--- src/verilog/sdce_regs.svh ---
`ifndef SDCE_REGS_SVH
`define SDCE_REGS_SVH
// register indices on the plain port (8-bit data, 5-bit address)
`define SDCE_ADDR_LINE_FORMAT 5'h00
`define SDCE_ADDR_FEATURE 5'h01
`define SDCE_ADDR_IRQ_MASTER 5'h02
`define SDCE_ADDR_EXT_STATUS 5'h03
`define SDCE_ADDR_VECTOR_BASE 5'h04
`define SDCE_ADDR_MODE 5'h05
`define SDCE_ADDR_COMMAND 5'h06
`define SDCE_ADDR_TX_DATA 5'h07
`define SDCE_ADDR_PRIMARY 5'h08
`define SDCE_ADDR_SPECIAL 5'h09
`define SDCE_ADDR_VECTOR 5'h0A
`define SDCE_ADDR_FIFO_STAT 5'h0B
`define SDCE_ADDR_COUNT_LO 5'h0C
`define SDCE_ADDR_RX_DATA 5'h0D
`define SDCE_ADDR_IRQ_STAT 5'h0E
// line_format_ctrl fields
`define SDCE_LF_MARK_IDLE 3
`define SDCE_LF_ENC_LO 5
`define SDCE_LF_ENC_HI 6
// feature_enable_ctrl fields
`define SDCE_FE_AUTO_FLAG 0
`define SDCE_FE_AUTO_EOM 1
`define SDCE_FEATURE_RESET 8'h20
// interrupt_master_ctrl fields
`define SDCE_IM_VIS 0
`define SDCE_IM_NV 1
`define SDCE_IM_MIE 3
`define SDCE_IM_SOFT_ACK 5
// extended_status_ctrl fields
`define SDCE_XS_FIFO_EN 2
// mode register fields
`define SDCE_MD_SDLC 0
`define SDCE_MD_SYNC 1
`define SDCE_MD_TX_PLL 2
`define SDCE_MD_RX_PLL 3
// command codes
`define SDCE_CMD_RESET_TXIRQ 8'h01
`define SDCE_CMD_RESET_EOM 8'h02
`define SDCE_CMD_RESET_IUS 8'h03
`define SDCE_CMD_ABORT 8'h04
`define SDCE_CMD_IDLE_FLAG 8'h05
// status fifo geometry
`define SDCE_SFIFO_DEPTH 10
`define SDCE_SFIFO_WIDTH 19
`define SDCE_COUNT_WIDTH 14
// phase-lock divisors and receive crc tail length
`define SDCE_DIV_FM 6'd16
`define SDCE_DIV_NRZI 6'd32
`define SDCE_CRC_TAIL_BITS 2
`endif

--- src/verilog/sdce_pkg.sv ---
package sdce_pkg;
	typedef enum logic [2:0] {
		TX_IDLE, TX_DATA, TX_CRC, TX_FLAG, TX_ABORT
	} sdce_tx_type;
	typedef enum logic [1:0] {ENC_NRZ, ENC_NRZI, ENC_FM1, ENC_FM0} sdce_enc_type;
endpackage : sdce_pkg

--- src/verilog/sdce_pll_div.sv ---
`timescale 1ns/1ps
`default_nettype none
`include "sdce_regs.svh"
module sdce_pll_div (
	input wire logic sys_clk_i,
	input wire logic rst_i,
	input wire logic pll_src_i,
	input wire logic fm_mode_i,
	output logic tx_tick_o
);
	typedef struct packed {
		logic s1;
		logic s2;
		logic s3;
		logic [5:0] cnt;
		logic tick;
	} sdce_div_type;
	sdce_div_type st_ff, nxt_st;
	always_comb begin
		logic [5:0] div;
		div = fm_mode_i ? `SDCE_DIV_FM : `SDCE_DIV_NRZI;
		nxt_st = st_ff;
		nxt_st.s1 = pll_src_i;
		nxt_st.s2 = st_ff.s1;
		nxt_st.s3 = st_ff.s2;
		nxt_st.tick = 1'b0;
		// counter output, not recovered clock: no jitter
		if (st_ff.s2 && !st_ff.s3) begin
			if (st_ff.cnt >= div - 6'd1) begin
				nxt_st.cnt = 6'h00;
				nxt_st.tick = 1'b1;
			end else begin
				nxt_st.cnt = st_ff.cnt + 6'd1;
			end
		end
	end
	always_ff @(posedge sys_clk_i) begin
		if (rst_i) begin
			st_ff <= '0;
		end else begin
			st_ff <= nxt_st;
		end
	end
	assign tx_tick_o = st_ff.tick;
endmodule : sdce_pll_div
`default_nettype wire

--- src/verilog/sdce_status_fifo.sv ---
`timescale 1ns/1ps
`default_nettype none
`include "sdce_regs.svh"
module sdce_status_fifo #(
	parameter int DEPTH = `SDCE_SFIFO_DEPTH,
	parameter int WIDTH = `SDCE_SFIFO_WIDTH
) (
	input wire logic sys_clk_i,
	input wire logic rst_i,
	input wire logic enable_i,
	input wire logic push_i,
	input wire logic [WIDTH-1:0] push_data_i,
	input wire logic pop_i,
	output logic [WIDTH-1:0] head_o,
	output logic not_empty_o,
	output logic overflow_o
);
	typedef struct packed {
		logic [3:0] wr;
		logic [3:0] rd;
		logic [4:0] cnt;
		logic ovf;
	} sdce_sf_type;
	sdce_sf_type st_ff, nxt_st;
	logic [WIDTH-1:0] mem_ff [DEPTH];
	function automatic logic [3:0] wrap_inc(input logic [3:0] p);
		wrap_inc = (p == 4'(DEPTH - 1)) ? 4'h0 : p + 4'h1;
	endfunction : wrap_inc
	logic do_push, do_pop;
	always_comb begin
		do_push = push_i && (st_ff.cnt != 5'(DEPTH));
		do_pop = pop_i && (st_ff.cnt != 5'h00);
		nxt_st = st_ff;
		if (!enable_i) begin
			nxt_st = '0; // pointers and overflow cleared while disabled
		end else begin
			if (push_i && !do_push)
				nxt_st.ovf = 1'b1;
			if (do_push)
				nxt_st.wr = wrap_inc(st_ff.wr);
			if (do_pop)
				nxt_st.rd = wrap_inc(st_ff.rd);
			nxt_st.cnt = st_ff.cnt + 5'(do_push) - 5'(do_pop);
		end
	end
	always_ff @(posedge sys_clk_i) begin
		if (rst_i) begin
			st_ff <= '0;
		end else begin
			st_ff <= nxt_st;
		end
	end
	always_ff @(posedge sys_clk_i) begin
		if (enable_i && do_push)
			mem_ff[st_ff.wr] <= push_data_i;
	end
	assign head_o = mem_ff[st_ff.rd];
	assign not_empty_o = st_ff.cnt != 5'h00;
	assign overflow_o = st_ff.ovf;
endmodule : sdce_status_fifo
`default_nettype wire

--- src/verilog/sdce_channel.sv ---
`timescale 1ns/1ps
`default_nettype none
`include "sdce_regs.svh"
module sdce_channel (
	input wire logic sys_clk_i,
	input wire logic rst_i,
	input wire logic [4:0] addr_i,
	input wire logic [7:0] wdata_i,
	input wire logic wr_i,
	input wire logic rd_i,
	output logic [7:0] rdata_o,
	input wire logic pll_src_i,
	input wire logic tx_bit_tick_i,
	input wire logic rx_bit_tick_i,
	input wire logic rx_bit_i,
	input wire logic rx_flag_i,
	input wire logic rx_abort_i,
	input wire logic [4:0] rx_frame_stat_i,
	input wire logic ext_status_i,
	input wire logic chain_enable_in_i,
	input wire logic irq_ack_in_i,
	output logic txd_o,
	output logic tx_clk_sel_pll_o,
	output logic tx_pll_tick_o,
	output logic rx_clk_sel_pll_o,
	output logic rx_byte_valid_o,
	output logic [7:0] rx_byte_o,
	output logic irq_n_o,
	output logic chain_enable_out_o
);
	typedef struct packed {
		logic [1:0] s_in;
		logic [1:0] s_flag;
		logic [1:0] s_ack;
		logic flag_prev;
		logic [7:0] line_format_ctrl;
		logic [7:0] feature_enable_ctrl;
		logic [7:0] interrupt_master_ctrl;
		logic [7:0] extended_status_ctrl;
		logic [7:0] vec_base;
		logic [7:0] mode;
		logic [7:0] rdata;
		logic [7:0] primary_status_view;
		logic [2:0] txstate;
		logic [7:0] tx_hold;
		logic tx_hold_full;
		logic [3:0] tx_bitcnt;
		logic [7:0] tx_shift;
		logic flag_sent;
		logic abort_req;
		logic idle_flag;
		logic crc_preset;
		logic end_of_message_latch;
		logic [1:0] tx_irq_pending;
		logic in_service_latch;
		logic [7:0] rx_shift;
		logic [2:0] rx_bitcnt;
		logic [1:0] tail;
		logic rx_valid;
		logic [7:0] rx_byte;
		logic [`SDCE_COUNT_WIDTH-1:0] byte_count;
	} sdce_st_type;
	sdce_st_type st_ff, nxt_st;
	logic sf_en, sf_push, sf_pop, sf_ne, sf_ovf;
	logic [`SDCE_SFIFO_WIDTH-1:0] sf_head, sf_data;
	logic pll_tick, fm_mode;
	sdce_pkg::sdce_enc_type enc;
	function automatic logic [7:0] rd_mux(input sdce_st_type s, input logic [4:0] a,
		input logic ne, input logic ovf, input logic en, input logic [18:0] head,
		input logic [4:0] bypass, input logic [7:0] vec);
		logic [7:0] v;
		v = 8'h00;
		unique case (a)
			`SDCE_ADDR_LINE_FORMAT: v = s.line_format_ctrl;
			`SDCE_ADDR_FEATURE: v = s.feature_enable_ctrl;
			`SDCE_ADDR_IRQ_MASTER: v = s.interrupt_master_ctrl;
			`SDCE_ADDR_EXT_STATUS: v = s.extended_status_ctrl;
			`SDCE_ADDR_VECTOR_BASE: v = s.vec_base;
			`SDCE_ADDR_MODE: v = s.mode;
			`SDCE_ADDR_PRIMARY: v = s.primary_status_view;
			// head entry when enabled and filled, else live status
			`SDCE_ADDR_SPECIAL: v = {3'h0, (en && ne) ? head[18:14] : bypass};
			`SDCE_ADDR_VECTOR: v = vec;
			`SDCE_ADDR_FIFO_STAT: v = {ovf, ne, en ? head[13:8] : 6'h00};
			`SDCE_ADDR_COUNT_LO: v = en ? head[7:0] : 8'h00;
			`SDCE_ADDR_RX_DATA: v = s.rx_byte;
			`SDCE_ADDR_IRQ_STAT: v = {5'h00, s.in_service_latch, s.tx_irq_pending};
			default: v = 8'h00;
		endcase
		rd_mux = v;
	endfunction : rd_mux
	assign enc = sdce_pkg::sdce_enc_type'(st_ff.line_format_ctrl[`SDCE_LF_ENC_HI:`SDCE_LF_ENC_LO]);
	assign fm_mode = enc == sdce_pkg::ENC_FM0 || enc == sdce_pkg::ENC_FM1;
	assign sf_en = st_ff.extended_status_ctrl[`SDCE_XS_FIFO_EN]
		&& st_ff.mode[`SDCE_MD_SDLC];
	sdce_pll_div u_div (
		.sys_clk_i(sys_clk_i),
		.rst_i(rst_i),
		.pll_src_i(pll_src_i),
		.fm_mode_i(fm_mode),
		.tx_tick_o(pll_tick)
	);
	sdce_status_fifo #(
		.DEPTH(`SDCE_SFIFO_DEPTH),
		.WIDTH(`SDCE_SFIFO_WIDTH)
	) u_sfifo (
		.sys_clk_i(sys_clk_i),
		.rst_i(rst_i),
		.enable_i(sf_en),
		.push_i(sf_push),
		.push_data_i(sf_data),
		.pop_i(sf_pop),
		.head_o(sf_head),
		.not_empty_o(sf_ne),
		.overflow_o(sf_ovf)
	);
	logic rx_edge_flag, soft_ack, any_pend, tx_adv, live_txd;
	logic [7:0] vector;
	always_comb begin
		nxt_st = st_ff;
		sf_push = 1'b0;
		sf_pop = 1'b0;
		sf_data = {rx_frame_stat_i, st_ff.byte_count};
		nxt_st.s_in = {st_ff.s_in[0], rx_bit_i};
		nxt_st.s_flag = {st_ff.s_flag[0], rx_flag_i};
		nxt_st.s_ack = {st_ff.s_ack[0], irq_ack_in_i};
		// edge taken from the second flop only; a level would push every cycle
		rx_edge_flag = st_ff.s_flag[1] && !st_ff.flag_prev;
		nxt_st.flag_prev = st_ff.s_flag[1];
		any_pend = |st_ff.tx_irq_pending;
		vector = st_ff.interrupt_master_ctrl[`SDCE_IM_VIS]
			? {st_ff.vec_base[7:4], any_pend ? 3'h1 : 3'h0, st_ff.vec_base[0]}
			: st_ff.vec_base;
		soft_ack = rd_i && addr_i == `SDCE_ADDR_VECTOR
			&& st_ff.interrupt_master_ctrl[`SDCE_IM_SOFT_ACK];
		nxt_st.rx_valid = 1'b0;
		// read data one cycle later
		nxt_st.rdata = rd_i ? rd_mux(st_ff, addr_i, sf_ne, sf_ovf, sf_en, sf_head,
			rx_frame_stat_i, vector) : 8'h00;
		if (rd_i && addr_i == `SDCE_ADDR_SPECIAL && sf_en && sf_ne)
			sf_pop = 1'b1;
		// snapshot frozen across the read cycle
		if (!rd_i || addr_i != `SDCE_ADDR_PRIMARY)
			nxt_st.primary_status_view = {ext_status_i, 4'h0, !st_ff.tx_hold_full,
				1'b0, sf_ne};
		if ((soft_ack || st_ff.s_ack[1]) && any_pend && chain_enable_in_i)
			nxt_st.in_service_latch = 1'b1;
		// transmitter
		tx_adv = tx_bit_tick_i;
		if (tx_adv) begin
			if (st_ff.tx_bitcnt != 4'h0) begin
				nxt_st.tx_bitcnt = st_ff.tx_bitcnt - 4'h1;
				nxt_st.tx_shift = {1'b1, st_ff.tx_shift[7:1]};
			end else begin
				unique case (sdce_pkg::sdce_tx_type'(st_ff.txstate))
					sdce_pkg::TX_IDLE: begin
						if (st_ff.tx_hold_full && (st_ff.flag_sent
							|| !st_ff.line_format_ctrl[`SDCE_LF_MARK_IDLE])) begin
							nxt_st.txstate = sdce_pkg::TX_DATA;
							nxt_st.tx_shift = st_ff.tx_hold;
							nxt_st.tx_hold_full = 1'b0;
							nxt_st.tx_bitcnt = 4'h7;
							nxt_st.tx_irq_pending[0] = 1'b1;
						end else if ((st_ff.tx_hold_full
							&& st_ff.feature_enable_ctrl[`SDCE_FE_AUTO_FLAG])
							|| st_ff.idle_flag
							|| !st_ff.line_format_ctrl[`SDCE_LF_MARK_IDLE]) begin
							nxt_st.txstate = sdce_pkg::TX_FLAG;
							nxt_st.tx_shift = 8'h7E;
							nxt_st.tx_bitcnt = 4'h7;
						end
					end
					sdce_pkg::TX_DATA: begin
						if (st_ff.abort_req) begin
							nxt_st.txstate = sdce_pkg::TX_ABORT;
							nxt_st.tx_shift = 8'hFE;
							nxt_st.tx_bitcnt = 4'h7;
						end else if (st_ff.tx_hold_full) begin
							nxt_st.tx_shift = st_ff.tx_hold;
							nxt_st.tx_hold_full = 1'b0;
							nxt_st.tx_bitcnt = 4'h7;
							nxt_st.tx_irq_pending[0] = 1'b1;
						end else begin
							// underrun: end of message
							nxt_st.txstate = sdce_pkg::TX_CRC;
							nxt_st.tx_shift = 8'h00;
							nxt_st.tx_bitcnt = 4'hF;
							if (!st_ff.end_of_message_latch)
								nxt_st.tx_irq_pending[1] = 1'b1;
							nxt_st.end_of_message_latch = 1'b1;
						end
					end
					sdce_pkg::TX_CRC: begin
						nxt_st.txstate = sdce_pkg::TX_FLAG;
						nxt_st.tx_shift = 8'h7E;
						nxt_st.tx_bitcnt = 4'h7;
					end
					sdce_pkg::TX_FLAG, sdce_pkg::TX_ABORT: begin
						nxt_st.flag_sent = st_ff.txstate == sdce_pkg::TX_FLAG;
						nxt_st.abort_req = 1'b0;
						nxt_st.txstate = sdce_pkg::TX_IDLE;
						if (st_ff.feature_enable_ctrl[`SDCE_FE_AUTO_EOM]) begin
							nxt_st.end_of_message_latch = 1'b0;
							nxt_st.crc_preset = 1'b1;
						end
					end
					default: nxt_st.txstate = sdce_pkg::TX_IDLE;
				endcase
			end
		end
		if (!st_ff.line_format_ctrl[`SDCE_LF_MARK_IDLE])
			nxt_st.flag_sent = 1'b0;
		// receiver
		if (rx_bit_tick_i) begin
			nxt_st.rx_shift = {st_ff.s_in[1], st_ff.rx_shift[7:1]};
			nxt_st.rx_bitcnt = st_ff.rx_bitcnt + 3'h1;
			if (st_ff.tail != 2'h0) begin
				nxt_st.tail = st_ff.tail - 2'h1;
				if (st_ff.tail == 2'h1) begin
					nxt_st.rx_valid = 1'b1;
					nxt_st.rx_byte = {st_ff.s_in[1], st_ff.rx_shift[7:1]};
					nxt_st.rx_bitcnt = 3'h0;
					// frame ends once the crc tail is in, so the tail byte is counted
					sf_push = sf_en;
					sf_data = {rx_frame_stat_i, st_ff.byte_count + 14'h1};
					nxt_st.byte_count = '0;
				end
			end else if (st_ff.rx_bitcnt == 3'h7) begin
				nxt_st.rx_valid = 1'b1;
				nxt_st.rx_byte = {st_ff.s_in[1], st_ff.rx_shift[7:1]};
				nxt_st.byte_count = st_ff.byte_count + 14'h1;
			end
		end
		if (rx_edge_flag && st_ff.tail == 2'h0) begin
			if (st_ff.mode[`SDCE_MD_SDLC]) begin
				nxt_st.tail = 2'(`SDCE_CRC_TAIL_BITS);
			end else begin
				nxt_st.rx_bitcnt = 3'h0;
				sf_push = sf_en;
				nxt_st.byte_count = '0;
			end
		end
		if (rx_abort_i) begin
			sf_push = sf_en;
			nxt_st.byte_count = '0;
		end
		// register writes
		if (wr_i) begin
			unique case (addr_i)
				`SDCE_ADDR_LINE_FORMAT: nxt_st.line_format_ctrl = wdata_i;
				`SDCE_ADDR_FEATURE: nxt_st.feature_enable_ctrl = wdata_i;
				`SDCE_ADDR_IRQ_MASTER: nxt_st.interrupt_master_ctrl = wdata_i;
				`SDCE_ADDR_EXT_STATUS: nxt_st.extended_status_ctrl = wdata_i;
				`SDCE_ADDR_VECTOR_BASE: nxt_st.vec_base = wdata_i;
				`SDCE_ADDR_MODE: nxt_st.mode = wdata_i;
				`SDCE_ADDR_TX_DATA: begin
					// accepted even while the current frame closes
					nxt_st.tx_hold = wdata_i;
					nxt_st.tx_hold_full = 1'b1;
				end
				`SDCE_ADDR_COMMAND: begin
					unique case (wdata_i)
						`SDCE_CMD_RESET_TXIRQ: begin
							// one pending source cleared per command
							if (st_ff.tx_irq_pending[0]
								&& !(tx_adv && nxt_st.tx_irq_pending[0] && st_ff.tx_bitcnt == 4'h0
								&& st_ff.txstate != sdce_pkg::TX_IDLE))
								nxt_st.tx_irq_pending[0] = 1'b0;
							else if (!(nxt_st.tx_irq_pending[1] && !st_ff.tx_irq_pending[1]))
								nxt_st.tx_irq_pending[1] = 1'b0;
						end
						`SDCE_CMD_RESET_EOM: begin
							nxt_st.end_of_message_latch = 1'b0;
							nxt_st.crc_preset = 1'b1;
						end
						`SDCE_CMD_RESET_IUS: nxt_st.in_service_latch = 1'b0;
						`SDCE_CMD_ABORT: nxt_st.abort_req = 1'b1;
						`SDCE_CMD_IDLE_FLAG: nxt_st.idle_flag = 1'b1;
						default: nxt_st.crc_preset = st_ff.crc_preset;
					endcase
				end
				default: nxt_st.rdata = nxt_st.rdata;
			endcase
		end
		if (st_ff.txstate == sdce_pkg::TX_DATA)
			nxt_st.crc_preset = 1'b0;
		if (!st_ff.line_format_ctrl[`SDCE_LF_MARK_IDLE])
			nxt_st.idle_flag = 1'b0;
	end
	always_ff @(posedge sys_clk_i) begin
		if (rst_i) begin
			st_ff <= '0;
			st_ff.feature_enable_ctrl <= `SDCE_FEATURE_RESET;
			st_ff.line_format_ctrl <= 8'h08;
			st_ff.tx_shift <= 8'hFF;
			st_ff.primary_status_view <= 8'h04;
		end else begin
			st_ff <= nxt_st;
		end
	end
	// mark idle in sdlc nrzi holds line high
	assign live_txd = (st_ff.txstate == sdce_pkg::TX_IDLE) ? 1'b1 : st_ff.tx_shift[0];
	assign txd_o = (st_ff.mode[`SDCE_MD_SDLC] && enc == sdce_pkg::ENC_NRZI
		&& st_ff.line_format_ctrl[`SDCE_LF_MARK_IDLE]
		&& st_ff.txstate == sdce_pkg::TX_IDLE) ? 1'b1 : live_txd;
	assign tx_clk_sel_pll_o = st_ff.mode[`SDCE_MD_TX_PLL];
	assign tx_pll_tick_o = st_ff.mode[`SDCE_MD_TX_PLL] && pll_tick;
	assign rx_clk_sel_pll_o = st_ff.mode[`SDCE_MD_RX_PLL];
	assign rx_byte_valid_o = st_ff.rx_valid;
	assign rx_byte_o = st_ff.rx_byte;
	assign rdata_o = st_ff.rdata;
	// in service releases irq and lowers chain
	assign irq_n_o = !(st_ff.interrupt_master_ctrl[`SDCE_IM_MIE] && any_pend
		&& !st_ff.in_service_latch && chain_enable_in_i);
	assign chain_enable_out_o = chain_enable_in_i && !st_ff.in_service_latch
		&& !(any_pend && st_ff.interrupt_master_ctrl[`SDCE_IM_MIE]);
endmodule : sdce_channel
`default_nettype wire

--- config.mk ---
export PLATFORM = sky130hd
export DESIGN_NAME = sdce_channel
export DESIGN_NICKNAME = d
export VERILOG_FILES = /design/src/verilog/sdce_pkg.sv /design/src/verilog/sdce_pll_div.sv /design/src/verilog/sdce_status_fifo.sv /design/src/verilog/sdce_channel.sv
export VERILOG_INCLUDE_DIRS = /design/src /design/src/verilog
export SDC_FILE = /design/constraint.sdc
export NUM_CORES = 1
export LEC_CHECK = 0
export BUFFER_PORTS_ARGS = -buffer_cell sky130_fd_sc_hd__buf_2
export CAP_MARGIN = 5
export CORE_UTILIZATION = 51
export CTS_CLUSTER_DIAMETER = 150
export CTS_CLUSTER_SIZE = 28
export DETAILED_ROUTE_END_ITERATION = 7
export PLACE_DENSITY = 0.68
export SYNTH_ARGS = -nofsm -noshare
export SYNTH_HDL_FRONTEND = slang
export SYNTH_SLANG_ARGS = --single-unit
--- constraint.sdc ---
create_clock -name sys_clk_i -period 4.73 [get_ports sys_clk_i]
set_clock_uncertainty 0.1 [all_clocks]
set_input_delay 0.946 -clock sys_clk_i [delete_from_list [all_inputs] [get_ports sys_clk_i]]
set_output_delay 0.946 -clock sys_clk_i [all_outputs]
set_load 0.03 [all_outputs]
==> flow_summary.ini <==
[placement]
gp_congestion = 0.951
place_hpwl_mm = 22.8
port_buffers = 53

[logic_synthesis]
syn_inst = 1316
yosys_warnings = 0
avgSynthCellArea_sq_um = 11.5
synth_fp_nets = 1363
yosysSeqAreaShare_pct = 58.7
ys_types = 74
yosysTopAreaCell = edfxtp_1
synth_ff_type = edfxtp_1
synth_top_area_share_pct = 37.6
synth_edf_count = 190
async_reset_ff_share_pct = 0
netlist_top_cells_area = edfxtp_1 (38%), dfxtp_1 (21%), mux2i_1 (5.4%)
synth_area_sq_mm = 0.0152
synth-seq-cells = 350

[timing]
setup_viol = 0
fin_crit_sh_pct = 67.1
fmax_mhz = 315
period_needed_ns = 3.17
worst_pin_slew_ns = 1.13
hold_viol = 0
maxSlewHeadroom_pct = 24.5
finalSetupTns_ns = 0
finalMaxSlewViolations = 0
rsz0062_at_grt = false

[global_route]
grt_max_degree = 74
antenna_found_initial = 1
grt.total_usage_pct = 23.1
grt_pass1_vias = 9665
grt_pass1_wl_mm = 55.0
grt-ovfl-total = 0

[cts]
clock_sinks = 350
cts_setup_buffers = 0
cts-hold-fix-buffers = 0
path_clk_slew_ns = 0.11
cts_tree = done
clk_path_buf_depth = 3
clockRootBuffer = clkbuf_16
clk_latency_ns = 0.53
cts_resized = 0
cts_buffers = 16
cts_max_level = 1

[drt]
dr.pass1.iters = 6
wl_per_cell_microns = 20.5
dr.first_iter.drc_count = 1205
finalWirelength_mm = 34.8
detail-route-antenna-nets = 0
drcViolationCount = 0
avgViaCountPerCell = 6.01
vias = 10200

[final_layout]
post-route-util_pct = 55.6
fin_nets = 1350
layout_common_cells = edfxtp_1 (190), dfxtp_1 (158), nor2_1 (119)
final_common_cell = edfxtp_1
drive_above_1_share_pct = 12.3
syn_to_final_growth_pct = 6.28
antennaDiodeCount = 0

[critical_path]
critPathKind = register to register
critical_path_arrival_ns = 3.49
crit_fanout = 5
crit_path_end_kind = register
slowest_delay_ns = 0.56
crit_chain = inv_1, ha_1, nor4b_1, buf_4, nor4_2, ha_1, inv_1, ha_1, inv_1, fa_1, inv_1, a21oi_1, nor2_1, or3_1, a21oi_1
crit_slowest_cell = nor4_2
crit_top_cell = inv_1
critPathLaunchType = register
critPathRequiredTime_ns = 5.04

[power]
ir_drop_mv = 0.238
fin_total_pwr_mw = 5.30
power_density_mw_per_mm2 = 329
p_leak_nw = 5.19

[floorplanning]
core_sq_mm = 0.0290
die_w_microns = 174
initial_core_util_pct = 52.3
die_h_microns = 174
io_pins = 54
die_area_sq_mm = 0.0304
rows = 62

[run]
maxCapViolations = 0

[status]
status = finished clean

[min_path]
min_path_type = register to register
[synthesized netlist by cell type, types with 17 or more instances]
cell type and count:
nand2_1 112, o21ai_0 43, nand3_1 60, a21oi_1 88, nor2_1 122, mux4_2 33, nor3_1 33, edfxtp_1 190
nor2b_1 26, a31oi_1 17, dfxtp_1 160, inv_1 21, buf_4 19, mux2i_1 82, clkbuf_1 63
[power breakdown]
part | internal [mW] | total (mW) | switching, mW
Combinational | 0.134 | 0.422 | 0.289
Clock | 0.687 | 1.61 | 0.923
Sequential | 3.23 | 3.27 | 0.0397
Total | 4.05 | 5.30 | 1.25
[cells by family (layout without fill, tap and decap cells)]
group,count (synthesis),after routing,synth area share [%]
buffers and inverters,126,122,3.72
multiplexers,123,123,10.9
flip-flops,350,350,58.7
AND/OR/NAND/NOR,444,444,14.3
adder cells (fa/ha/maj),16,16,1.37
AO/OA/AOI/OAI,234,234,9.63
XOR/XNOR,23,23,1.33
[layout make-up]
cell class	count	area, sq um
clock buffers	26	459
clock inverters	1	16.3
fillers	2484	12900
inverters	22	82.6
multi-input cells	840	5750
flip-flops and latches	350	8910
well taps	384	480
repair buffers	73	430
[routing by layer]
layer,track usage (%),vias to the layer above,part of all wire [%],routed length [microns]
met1,33.8,5010,46,15800
li1,-,4798,-,-
met3,2.87,41,6.5,2270
met5,0,-,0.055,19
met2,36.6,348,46,16100
met4,5.33,2,1.8,617
[path summary, 6_finish.rpt]
| check | startpoint | endpoint | slack (ns) | cells after the start |
|---|---|---|---|---|
| max | u_sfifo.st_ff[4] | u_sfifo.st_ff[5] | 1.56 | 15 |
| min | nxt_st[136] | nxt_st[132] | 0.35 | 1 |
| max reg2reg | u_sfifo.st_ff[4] | u_sfifo.st_ff[5] | 1.56 | 15 |
| min reg2reg | nxt_st[136] | nxt_st[132] | 0.35 | 1 |
[stage by stage]
step / hold slack [ns] / worst slack [ns] / area [sq um] / std cells
after floorplan: 0.314 / 0.324 / 15200 / 1316
after global placement: 0.321 / 1.13 / 15700 / 1669
after detailed placement: 0.329 / 1.06 / 15700 / 1669
after CTS: 0.356 / 1.61 / 16100 / 1696
after global routing: 0.366 / 1.32 / 16100 / 1696
final: 0.348 / 1.56 / 16100 / 1696
[state kept, by name, indices dropped and copies added (netlist names), named ones only]
name / cells
nxt_st: 4
u_div.tx_tick_o: 1
u_sfifo.overflow_o: 1
u_sfifo.mem_ff: 190
rx_clk_sel_pll_o: 1
u_div.nxt_st: 2
u_sfifo.st_ff: 13
enc: 2
rdata_o: 8
u_div.st_ff: 7
rx_byte_valid_o: 1
tx_clk_sel_pll_o: 1
rx_byte_o: 8
st_ff: 107
[critical path, delay by kind of cell, from the launching register on]
| kind | cells | cell delay, ns |
|---|---|---|
| compound gates | 2 | 0.10 |
| flops | 1 | 0.40 |
| fa+ha+maj | 4 | 1.09 |
| simple gates | 4 | 0.96 |
| buf+inv | 5 | 0.44 |
Power figures use the tool's default switching activity.
